[config.mk]
export PLATFORM = sky130hd
export DESIGN_NAME = power_stage_control_enable
export DESIGN_NICKNAME = d
export VERILOG_FILES = /design/src/design/pstage_pkg.sv /design/src/design/power_stage_control_enable.sv
export SDC_FILE = /design/constraint.sdc
export NUM_CORES = 1
export LEC_CHECK = 0
export ABC_AREA = 1
export ABC_CLOCK_PERIOD_IN_PS = 2400
export BUFFER_PORTS_ARGS = -buffer_cell sky130_fd_sc_hd__buf_2
export CORE_ASPECT_RATIO = 0.8
export CORE_MARGIN = 2
export CORE_UTILIZATION = 52
export DETAILED_ROUTE_END_ITERATION = 16
export PLACE_DENSITY_LB_ADDON = 0.2
export SYNTH_ARGS = -nofsm -noshare
export SYNTH_HDL_FRONTEND = slang
export SYNTH_SLANG_ARGS = --single-unit
export TNS_END_PERCENT = 1
[constraint.sdc]
create_clock -name MCLK -period 2.4 [get_ports MCLK]
set_clock_uncertainty 0.2 [all_clocks]
set_input_delay 0.48 -clock MCLK [delete_from_list [all_inputs] [get_ports MCLK]]
set_output_delay 0.48 -clock MCLK [all_outputs]
set_load 0.05 [all_outputs]
[src/design/pstage_pkg.sv]
// shared constants for the power stage control and enable block
package pstage_pkg;
	// ------------------------------------------------------------
	// channel layout
	// ------------------------------------------------------------
	localparam int NCH      = 28; // POWER_OUTPUT..OUT24 then ignition 1..4
	localparam int NINJ     = 4;  // injector channels 0..3
	localparam int IGN_BASE = 24; // first ignition channel
	localparam int NPIN     = 12; // direct drive pins
	localparam int RPIN     = 4;  // routable pins 9..12
	localparam int RPIN_LO  = 8;  // index of pin 9
	localparam int IGN_PIN  = 4;  // index of pin 5
	localparam int NLS      = 7;  // low-side channels with diagnosis
	// ------------------------------------------------------------
	// pin routing fields
	// ------------------------------------------------------------
	localparam int ROUTE_W   = 5;  // field width per routable pin
	localparam int ROUTE_OFS = 4;  // field value 0 targets channel 4
	localparam logic [4:0] ROUTE_NONE = 5'h1F; // pin not assigned
	// ------------------------------------------------------------
	// configuration selects and reset values
	// ------------------------------------------------------------
	localparam logic [1:0] CFG_PREDRV = 2'h0;
	localparam logic [1:0] CFG_RELAY  = 2'h1;
	localparam logic [1:0] CFG_BRIDGE = 2'h2;
	localparam logic [1:0] CFG_IGN    = 2'h3;
	localparam logic [15:0] PREDRV_RST = 16'h0000;
	localparam logic [15:0] RELAY_RST  = 16'h0000;
	localparam logic [15:0] BRIDGE_RST = 16'h0000;
	localparam logic [15:0] IGN_RST    = 16'h0000;
	// ------------------------------------------------------------
	// field positions
	// ------------------------------------------------------------
	localparam int PD_PULL_LO = 0; // predriver pull-down, 6 bits
	localparam int PD_THR_LO  = 6; // predriver threshold, 4 bits
	localparam int RL_OC_LO   = 0; // relay switch-off on oc, 7 bits
	localparam int RL_PULL_LO = 7; // relay pull enable, 7 bits
	localparam int RL_DLY     = 14;// delayed off for channel 17
	localparam int BR_FW_LO   = 0; // active freewheel, 4 bits
	localparam int BR_HS_LO   = 4; // high side mode, 4 bits
	localparam int BR_FB_LO   = 8; // full bridge pairs, 2 bits
	localparam int BR_DLY     = 10;// delayed off for channel 21
	localparam int IG_OL_LO   = 0; // open load enable, 4 bits
	localparam int IG_CUR_LO  = 4; // open load current, 2 bits
	localparam int IG_TIM_LO  = 6; // open load time, 2 bits
	// ------------------------------------------------------------
	// diagnosis codes
	// ------------------------------------------------------------
	typedef enum logic [2:0] {
		DG_NONE = 3'h0,
		DG_OC   = 3'h1,
		DG_OL   = 3'h2,
		DG_SCG  = 3'h3,
		DG_OT   = 3'h4
	} diag_t;
endpackage : pstage_pkg

[src/design/power_stage_control_enable.sv]
// power stage source select, enables and forced-off logic
// Overview of operation
// - each output takes its command from control bit or direct pin, per select bit
// - output on when its selected source is high: the control bit, or its assigned pin
// - serial timeout forces every power stage off
// - pins one to four drive injector outputs one to four fixed
// - pins five to eight drive ignition outputs one to four fixed
// - pins nine to twelve routable to outputs five to twenty-four
// - two pins routed to one direct-drive selected output hold that output off
// - central enable bit readable in status, written only by enable command
// - per-channel enable cleared by protection, blocks switch-on, set ignored
// - central enable write 1 sets channel enables without active protection
// - central enable write 0 clears all channel enables
// - injector and ignition groups also need their group enable pin high
// - battery overvoltage forces all power stages off while present
// - predriver pull-down and short-to-battery thresholds configurable
// - relay outputs overcurrent mode, pulls and delayed off configurable
// - bridge freewheel, side, bridge mode and delayed off configurable
// - ignition open-load enable, test current and time configurable
// - low-side outputs report on-state and off-state faults
`timescale 1ns/1ps
module power_stage_control_enable (
	input  wire logic        MCLK,           // 50 MHz clock
	input  wire logic        RST_B,          // async reset, low
	input  wire logic [27:0] CTRL_BITS,      // output_control_reg bits
	input  wire logic [27:0] DD_SELECT,      // direct_drive_select_reg
	input  wire logic [19:0] PIN_ROUTE,      // pin_routing_reg, 5b/pin
	input  wire logic [11:0] DIRECT_DRIVE_PIN, // pins 1..12, async
	input  wire logic        INJECTOR_GROUP_ENABLE_PIN, // async
	input  wire logic        IGNITION_GROUP_ENABLE_PIN, // async
	input  wire logic        MSC_TIMEOUT,    // link timeout level
	input  wire logic        BAT_OV,         // battery overvoltage, async
	input  wire logic        ENABLE_CMD_WR,  // enable_command strobe
	input  wire logic        ENABLE_CMD_VAL, // central enable value
	input  wire logic        CH_EN_WR,       // channel_enable_reg write
	input  wire logic [27:0] CH_EN_WDATA,    // channel enable data
	input  wire logic [27:0] PROT_ACTIVE,    // protection active
	input  wire logic        CFG_WR,         // config write strobe
	input  wire logic [1:0]  CFG_SEL,        // config register select
	input  wire logic [15:0] CFG_WDATA,      // config write data
	input  wire logic [6:0]  FAULT_OC,       // low-side overcurrent
	input  wire logic [6:0]  FAULT_OT,       // low-side overtemp
	input  wire logic [6:0]  FAULT_OL,       // low-side open load
	input  wire logic [6:0]  FAULT_SCG,      // low-side short to gnd
	output logic      [23:0] POWER_OUTPUT,   // stage commands 1..24
	output logic      [3:0]  IGNITION_OUTPUT, // ignition commands
	output logic             OPSTAT_OE,      // operating_status_reg OE
	output logic             FORCED_OFF,     // forced off active
	output logic      [27:0] CH_ENABLE,      // channel_enable_reg
	output logic      [5:0]  PREDRV_PULLDN,  // drain_feedback_pin pull
	output logic      [3:0]  PREDRV_SCB_THR, // scb thresholds
	output logic      [6:0]  RELAY_OC_OFF,   // oc switch-off select
	output logic      [6:0]  RELAY_PULL,     // relay off-state pulls
	output logic             RELAY_DLY_OFF,  // delayed off, ch 17
	output logic      [3:0]  BRIDGE_ACT_FW,  // active freewheel
	output logic      [3:0]  BRIDGE_HIGH,    // high side mode
	output logic      [1:0]  BRIDGE_FULL,    // full bridge pairs
	output logic             BRIDGE_DLY_OFF, // delayed off, ch 21
	output logic      [3:0]  IGN_OL_EN,      // open load enable
	output logic      [1:0]  IGN_OL_CUR,     // open load current
	output logic      [1:0]  IGN_OL_TIME,    // open load time
	output logic      [20:0] DIAG_REPORT     // 3b code per ch 1..7
);
	localparam int NCH = pstage_pkg::NCH;
	localparam int NS  = pstage_pkg::NPIN + 3;

	logic [NS-1:0]  sync1_reg;
	logic [NS-1:0]  sync2_reg;
	logic [11:0]    pin_s;
	logic           inj_en_s;
	logic           ign_en_s;
	logic           bat_ov_s;
	logic           oe_reg;
	logic           oe_next;
	logic [NCH-1:0] ch_en_reg;
	logic [NCH-1:0] ch_en_next;
	logic [NCH-1:0] out_reg;
	logic [NCH-1:0] out_next;
	logic           force_off;
	logic [15:0]    predrv_reg;
	logic [15:0]    relay_reg;
	logic [15:0]    bridge_reg;
	logic [15:0]    ign_reg;
	logic [15:0]    predrv_next;
	logic [15:0]    relay_next;
	logic [15:0]    bridge_next;
	logic [15:0]    ign_next;
	logic [20:0]    diag_reg;
	logic [20:0]    diag_next;

	// ------------------------------------------------------------
	// input synchronisers
	// ------------------------------------------------------------
	// two stages for pins and the analog comparator
	always_ff @(posedge MCLK or negedge RST_B) begin
		if (!RST_B) begin
			sync1_reg <= '0;
			sync2_reg <= '0;
		end else begin
			sync1_reg <= {BAT_OV, IGNITION_GROUP_ENABLE_PIN,
				INJECTOR_GROUP_ENABLE_PIN, DIRECT_DRIVE_PIN};
			sync2_reg <= sync1_reg;
		end
	end

	assign pin_s    = sync2_reg[11:0];
	assign inj_en_s = sync2_reg[12];
	assign ign_en_s = sync2_reg[13];
	assign bat_ov_s = sync2_reg[14];

	// ------------------------------------------------------------
	// forced off conditions
	// ------------------------------------------------------------
	// timeout forces off
	assign force_off = MSC_TIMEOUT | bat_ov_s;

	// ------------------------------------------------------------
	// central and channel enables
	// ------------------------------------------------------------
	// central enable only via command
	always_comb begin
		oe_next = oe_reg;
		if (ENABLE_CMD_WR) begin
			oe_next = ENABLE_CMD_VAL;
		end
	end

	// central enable register, loads every edge
	always_ff @(posedge MCLK or negedge RST_B) begin
		if (!RST_B) begin
			oe_reg <= 1'b0;
		end else begin
			oe_reg <= oe_next;
		end
	end

	// channel enable next value, protection has last word
	always_comb begin
		ch_en_next = ch_en_reg;
		if (CH_EN_WR) begin
			ch_en_next = CH_EN_WDATA;
		end
		if (ENABLE_CMD_WR) begin
			ch_en_next = ENABLE_CMD_VAL ? {NCH{1'b1}} : {NCH{1'b0}};
		end
		ch_en_next = ch_en_next & ~PROT_ACTIVE;
	end

	// channel enable register
	always_ff @(posedge MCLK or negedge RST_B) begin
		if (!RST_B) begin
			ch_en_reg <= '0;
		end else begin
			ch_en_reg <= ch_en_next;
		end
	end

	// ------------------------------------------------------------
	// per channel source select and gating
	// ------------------------------------------------------------
	genvar gi;
	generate
		for (gi = 0; gi < NCH; gi = gi + 1) begin : g_ch
			logic           pin_lvl;
			logic           pin_bad;
			logic [3:0]     hit;
			logic           grp_ok;
			logic           cmd;
			if (gi < pstage_pkg::NINJ) begin : g_inj
				assign pin_lvl = pin_s[gi];
				assign pin_bad = 1'b0;
				assign hit     = 4'h0;
				assign grp_ok  = inj_en_s;
			end else if (gi >= pstage_pkg::IGN_BASE) begin : g_ign
				assign pin_lvl = pin_s[gi - pstage_pkg::IGN_BASE
					+ pstage_pkg::IGN_PIN];
				assign pin_bad = 1'b0;
				assign hit     = 4'h0;
				assign grp_ok  = ign_en_s;
			end else begin : g_rt
				genvar pj;
				for (pj = 0; pj < pstage_pkg::RPIN; pj = pj + 1) begin : g_p
					assign hit[pj] = PIN_ROUTE[pj*pstage_pkg::ROUTE_W +: pstage_pkg::ROUTE_W]
						== 5'(gi - pstage_pkg::ROUTE_OFS);
				end
				assign pin_lvl = |(hit & pin_s[pstage_pkg::RPIN_LO +: 4]);
				assign pin_bad = (hit & (hit - 4'h1)) != 4'h0;
				assign grp_ok  = 1'b1;
			end
			assign cmd = DD_SELECT[gi] ? (pin_lvl & ~pin_bad)
				: CTRL_BITS[gi];
			assign out_next[gi] = cmd & ch_en_reg[gi] & grp_ok & ~force_off;
		end
	endgenerate

	// registered stage commands
	always_ff @(posedge MCLK or negedge RST_B) begin
		if (!RST_B) begin
			out_reg <= '0;
		end else begin
			out_reg <= out_next;
		end
	end

	// ------------------------------------------------------------
	// configuration registers
	// ------------------------------------------------------------
	// predriver, relay, bridge and ignition config
	always_comb begin
		predrv_next = predrv_reg;
		relay_next  = relay_reg;
		bridge_next = bridge_reg;
		ign_next    = ign_reg;
		if (CFG_WR) begin
			case (CFG_SEL)
				pstage_pkg::CFG_PREDRV: predrv_next = CFG_WDATA;
				pstage_pkg::CFG_RELAY:  relay_next  = CFG_WDATA;
				pstage_pkg::CFG_BRIDGE: bridge_next = CFG_WDATA;
				pstage_pkg::CFG_IGN:    ign_next    = CFG_WDATA;
				default: ;
			endcase
		end
	end

	// configuration registers load their next value every edge
	always_ff @(posedge MCLK or negedge RST_B) begin
		if (!RST_B) begin
			predrv_reg <= pstage_pkg::PREDRV_RST;
			relay_reg  <= pstage_pkg::RELAY_RST;
			bridge_reg <= pstage_pkg::BRIDGE_RST;
			ign_reg    <= pstage_pkg::IGN_RST;
		end else begin
			predrv_reg <= predrv_next;
			relay_reg  <= relay_next;
			bridge_reg <= bridge_next;
			ign_reg    <= ign_next;
		end
	end

	// ------------------------------------------------------------
	// low-side diagnosis
	// ------------------------------------------------------------
	// on and off state fault codes
	always_comb begin
		diag_next = '0;
		for (int k = 0; k < pstage_pkg::NLS; k++) begin
			if (FAULT_OT[k]) begin
				diag_next[k*3 +: 3] = pstage_pkg::DG_OT;
			end else if (out_reg[k]) begin
				if (FAULT_OC[k]) begin
					diag_next[k*3 +: 3] = pstage_pkg::DG_OC;
				end
			end else if (FAULT_SCG[k]) begin
				diag_next[k*3 +: 3] = pstage_pkg::DG_SCG;
			end else if (FAULT_OL[k]) begin
				diag_next[k*3 +: 3] = pstage_pkg::DG_OL;
			end
		end
	end

	// diagnosis codes registered once per edge
	always_ff @(posedge MCLK or negedge RST_B) begin
		if (!RST_B) begin
			diag_reg <= '0;
		end else begin
			diag_reg <= diag_next;
		end
	end

	// ------------------------------------------------------------
	// outputs
	// ------------------------------------------------------------
	// port mapping of registered state, combinational forced off and config fields
	assign POWER_OUTPUT    = out_reg[23:0];
	assign IGNITION_OUTPUT = out_reg[27:24];
	assign OPSTAT_OE       = oe_reg;
	assign FORCED_OFF      = force_off;
	assign CH_ENABLE       = ch_en_reg;
	assign DIAG_REPORT     = diag_reg;
	assign PREDRV_PULLDN   = predrv_reg[pstage_pkg::PD_PULL_LO +: 6];
	assign PREDRV_SCB_THR  = predrv_reg[pstage_pkg::PD_THR_LO +: 4];
	assign RELAY_OC_OFF    = relay_reg[pstage_pkg::RL_OC_LO +: 7];
	assign RELAY_PULL      = relay_reg[pstage_pkg::RL_PULL_LO +: 7];
	assign RELAY_DLY_OFF   = relay_reg[pstage_pkg::RL_DLY];
	assign BRIDGE_ACT_FW   = bridge_reg[pstage_pkg::BR_FW_LO +: 4];
	assign BRIDGE_HIGH     = bridge_reg[pstage_pkg::BR_HS_LO +: 4];
	assign BRIDGE_FULL     = bridge_reg[pstage_pkg::BR_FB_LO +: 2];
	assign BRIDGE_DLY_OFF  = bridge_reg[pstage_pkg::BR_DLY];
	assign IGN_OL_EN       = ign_reg[pstage_pkg::IG_OL_LO +: 4];
	assign IGN_OL_CUR      = ign_reg[pstage_pkg::IG_CUR_LO +: 2];
	assign IGN_OL_TIME     = ign_reg[pstage_pkg::IG_TIM_LO +: 2];
endmodule : power_stage_control_enable

==> results.cfg <==
[clock_network]
numCtsBuffers = 17
post_cts_buffers = 0
root_buffer = clkbuf_16
clockBufferDepth = 2
clk_pin_slew_ps = 60
clk_latency_ps = 420
htreeDepth = 4
cts_resized = 0
cts_tree = done
cts_sinks = 152

[routing]
drt_first_pass_iters = 8
viasPerCell = 5.36
drt-total-wl_um = 27900
drc = 0
vias = 8525
wl_per_cell_um = 17.5
drt_first_iter_violations = 851
final_antenna_net_count = 0

[power_and_ir_drop]
p_int_mw = 4.89
switching_share = 0.338
p_switching_mw = 2.49
max-vdd-ir-drop_uv = 691
leakage_nw = 5.71
p_clk_frac = 0.375
p_total_mw = 7.38
pwr-share-comb = 0.233
power_frac_seq = 0.392
power_density_nw_per_um2 = 696

[sta]
fin_crit_sh = 0.811
finalSetupViolations = 0
finalWorstSetupSlack_ps = 454
timing.setup.tns_ps = 0
worstMarginPinSlew_ps = 674
holdWs_ps = 17.4
finalHoldViolations = 0
maxSlewViolCount = 0
rsz0062_at_grt = no
post-route-min-period_ps = 1950
slew_headroom = 0.551
fmax_mhz = 514

[run_status]
status = completed

[placement]
gp_congestion = 1.03
dp_cells = 1510
portBuffers = 321
hpwl_um = 20400
pre_cts_ws_ps = 368

[critical_path]
critPathRequiredTime_ps = 1720
cp-startpoint = sync2_reg[14]
cp_max_fo = 2
start_kind = flop
worst-setup-path-type = reg -> out
slowest_stage = dfrtp_1
r2r_cells = 6
reg2reg_to = out_reg[4]
r2r-start = sync2_reg[8]
arrival_ps = 1270
reg2reg_setup_slack_ps = 710
worstPathCellList = nor2_2 > clkinv_1 > buf_2
worstSetupEndpointType = output port
slowest_delay_ps = 390

[logic_synthesis]
synthFlopType = dfrtp_1
synth.most_common_cell = nand2_1
syn_nets = 1211
yosys.area.top_type = dfrtp_1
ys_types = 19
synth_common_cells = nand2_1 (266), dfrtp_1 (152), nor2_1 (134), inv_1 (103), nand3_1 (100)
netlist_instances = 1011
synth-seq-cells = 152
yosysWarnings = 0
synth.avg_cell_area_sq_um = 7.50
synth_enable_flop_cells = 0
synth_area_leaders = dfrtp_1 (50%), nand2_1 (13%), nor2_1 (6.6%), nand3_1 (6.6%), o21ai_0 (5.6%)
syn_area_sq_um = 7580
synth-seq-area-share = 0.502
synth_top_area_frac = 0.502
async_reset_ff_frac = 1.00

[floorplanning]
start_util = 0.532
coreArea_sq_um = 14200
pin_count = 323
dieArea_sq_um = 15600
die_w_um = 139
die_h_um = 112
num_rows = 39

[global_route]
grt_pass1_wl_um = 43300
grt-ovfl-total = 0
grt_max_degree = 60
grt_antenna_before_repair = 4
track_usage = 0.359
grt_pass1_vias = 8179

[hold_path]
min_path_type = in -> reg
hp-start = PROT_ACTIVE[16]
min_to = CH_ENABLE[16]
worstHoldPathCells = 2

[finish]
fill_cells = 1127
nNetsFinal = 1591
syn2layout_area_growth_pct = 39.9
fin_cells = 1590
drive_gt1_frac = 0.279

[job]
cap_viol_max_count = 0
-- layout make-up --
cell class / instances / area (sq um) / share of cell area
Antenna cell: 3 / 7.51 / 0.000708
Clock buffer: 18 / 429 / 0.0405
Clock inverter: 13 / 171 / 0.0162
Inverter: 107 / 402 / 0.0379
Multi-Input combinational cell: 718 / 3240 / 0.306
Sequential cell: 152 / 3800 / 0.359
Tap cell: 184 / 230 / 0.0217
Timing Repair Buffer: 395 / 2320 / 0.219
-- layer usage --
layer / global-route usage / wire length [um] / vias to the layer above
met1: 0.474 / 11100 / 3904
met3: 0.0856 / 2780 / 78
met4: 0.143 / 1030 / 2
met5: 0 / 7 / -
li1: - / - / 4041
met2: 0.579 / 13000 / 500
-- through the flow --
stage / utilization / instance area (sq um)
after floorplan: - / 7580
after global placement: 0.670 / 9540
after detailed placement: 0.670 / 9540
after CTS: 0.744 / 10600
after global routing: 0.744 / 10600
final: 0.745 / 10600
-- placed cells by master, fill, tap and decap left out --
cell type,count
mux2i_1,15
inv_6,3
buf_6,1
buf_12,3
diode_2,3
inv_8,1
clkinv_1,3
clkinv_2,1
a21oi_1,65
o21ai_0,85
nand2_1,266
mux2_2,4
inv_2,1
bufinv_16,3
clkbuf_1,1
nor3_1,9
nand3_1,100
o21ai_1,1
buf_2,320
dfrtp_1,152
buf_4,25
nand4_1,25
clkbuf_16,17
inv_1,103
dlygate4sd3_1,46
nor2_2,7
clkinvlp_4,4
nor4_1,8
clkinv_4,1
nor2_1,133
-- worst max path at each step --
stage	slack [ps]	cells past startpoint	endpoint
detailed placement	370	8	out_reg[15]
global route	400	3	FORCED_OFF
finish	450	3	FORCED_OFF
floorplan	640	2	FORCED_OFF
CTS	430	3	FORCED_OFF
global placement	410	11	out_reg[6]
-- power groups by stage --
stage | Combinational, mW | Sequential (mW) | Clock (mW)
2_1_floorplan | 0.396 | 3.54 | 0
5_1_grt | 1.83 | 2.91 | 2.92
4_1_cts | 1.71 | 2.89 | 2.80
3_3_place_gp | 1.61 | 2.92 | 0
3_5_place_dp | 1.64 | 2.92 | 0
6_report | 1.72 | 2.89 | 2.77
-- cells by family (layout without fill, tap and decap cells) --
logic type / Yosys count / after routing / share of synthesized area
and+or+nand+nor: 548 / 548 / 0.302
DFF: 152 / 152 / 0.502
AOI/OAI and AO/OA: 151 / 151 / 0.0997
buffers and inverters: 141 / 533 / 0.0708
muxes: 19 / 19 / 0.0257
other: 0 / 3 / 0
-- worst max-delay path: cells and delay by family (launching register included) --
family	cells	cell delay, ps
flip-flops	1	390
buffers and inverters	2	320
AND/OR/NAND/NOR	1	140
-- timing repair --
action                     CTS  global route
hold buffers                46             0
hold endpoints to repair   101             0
setup endpoints to repair    0             0
No activity file was read; power rests on OpenSTA's default activity.
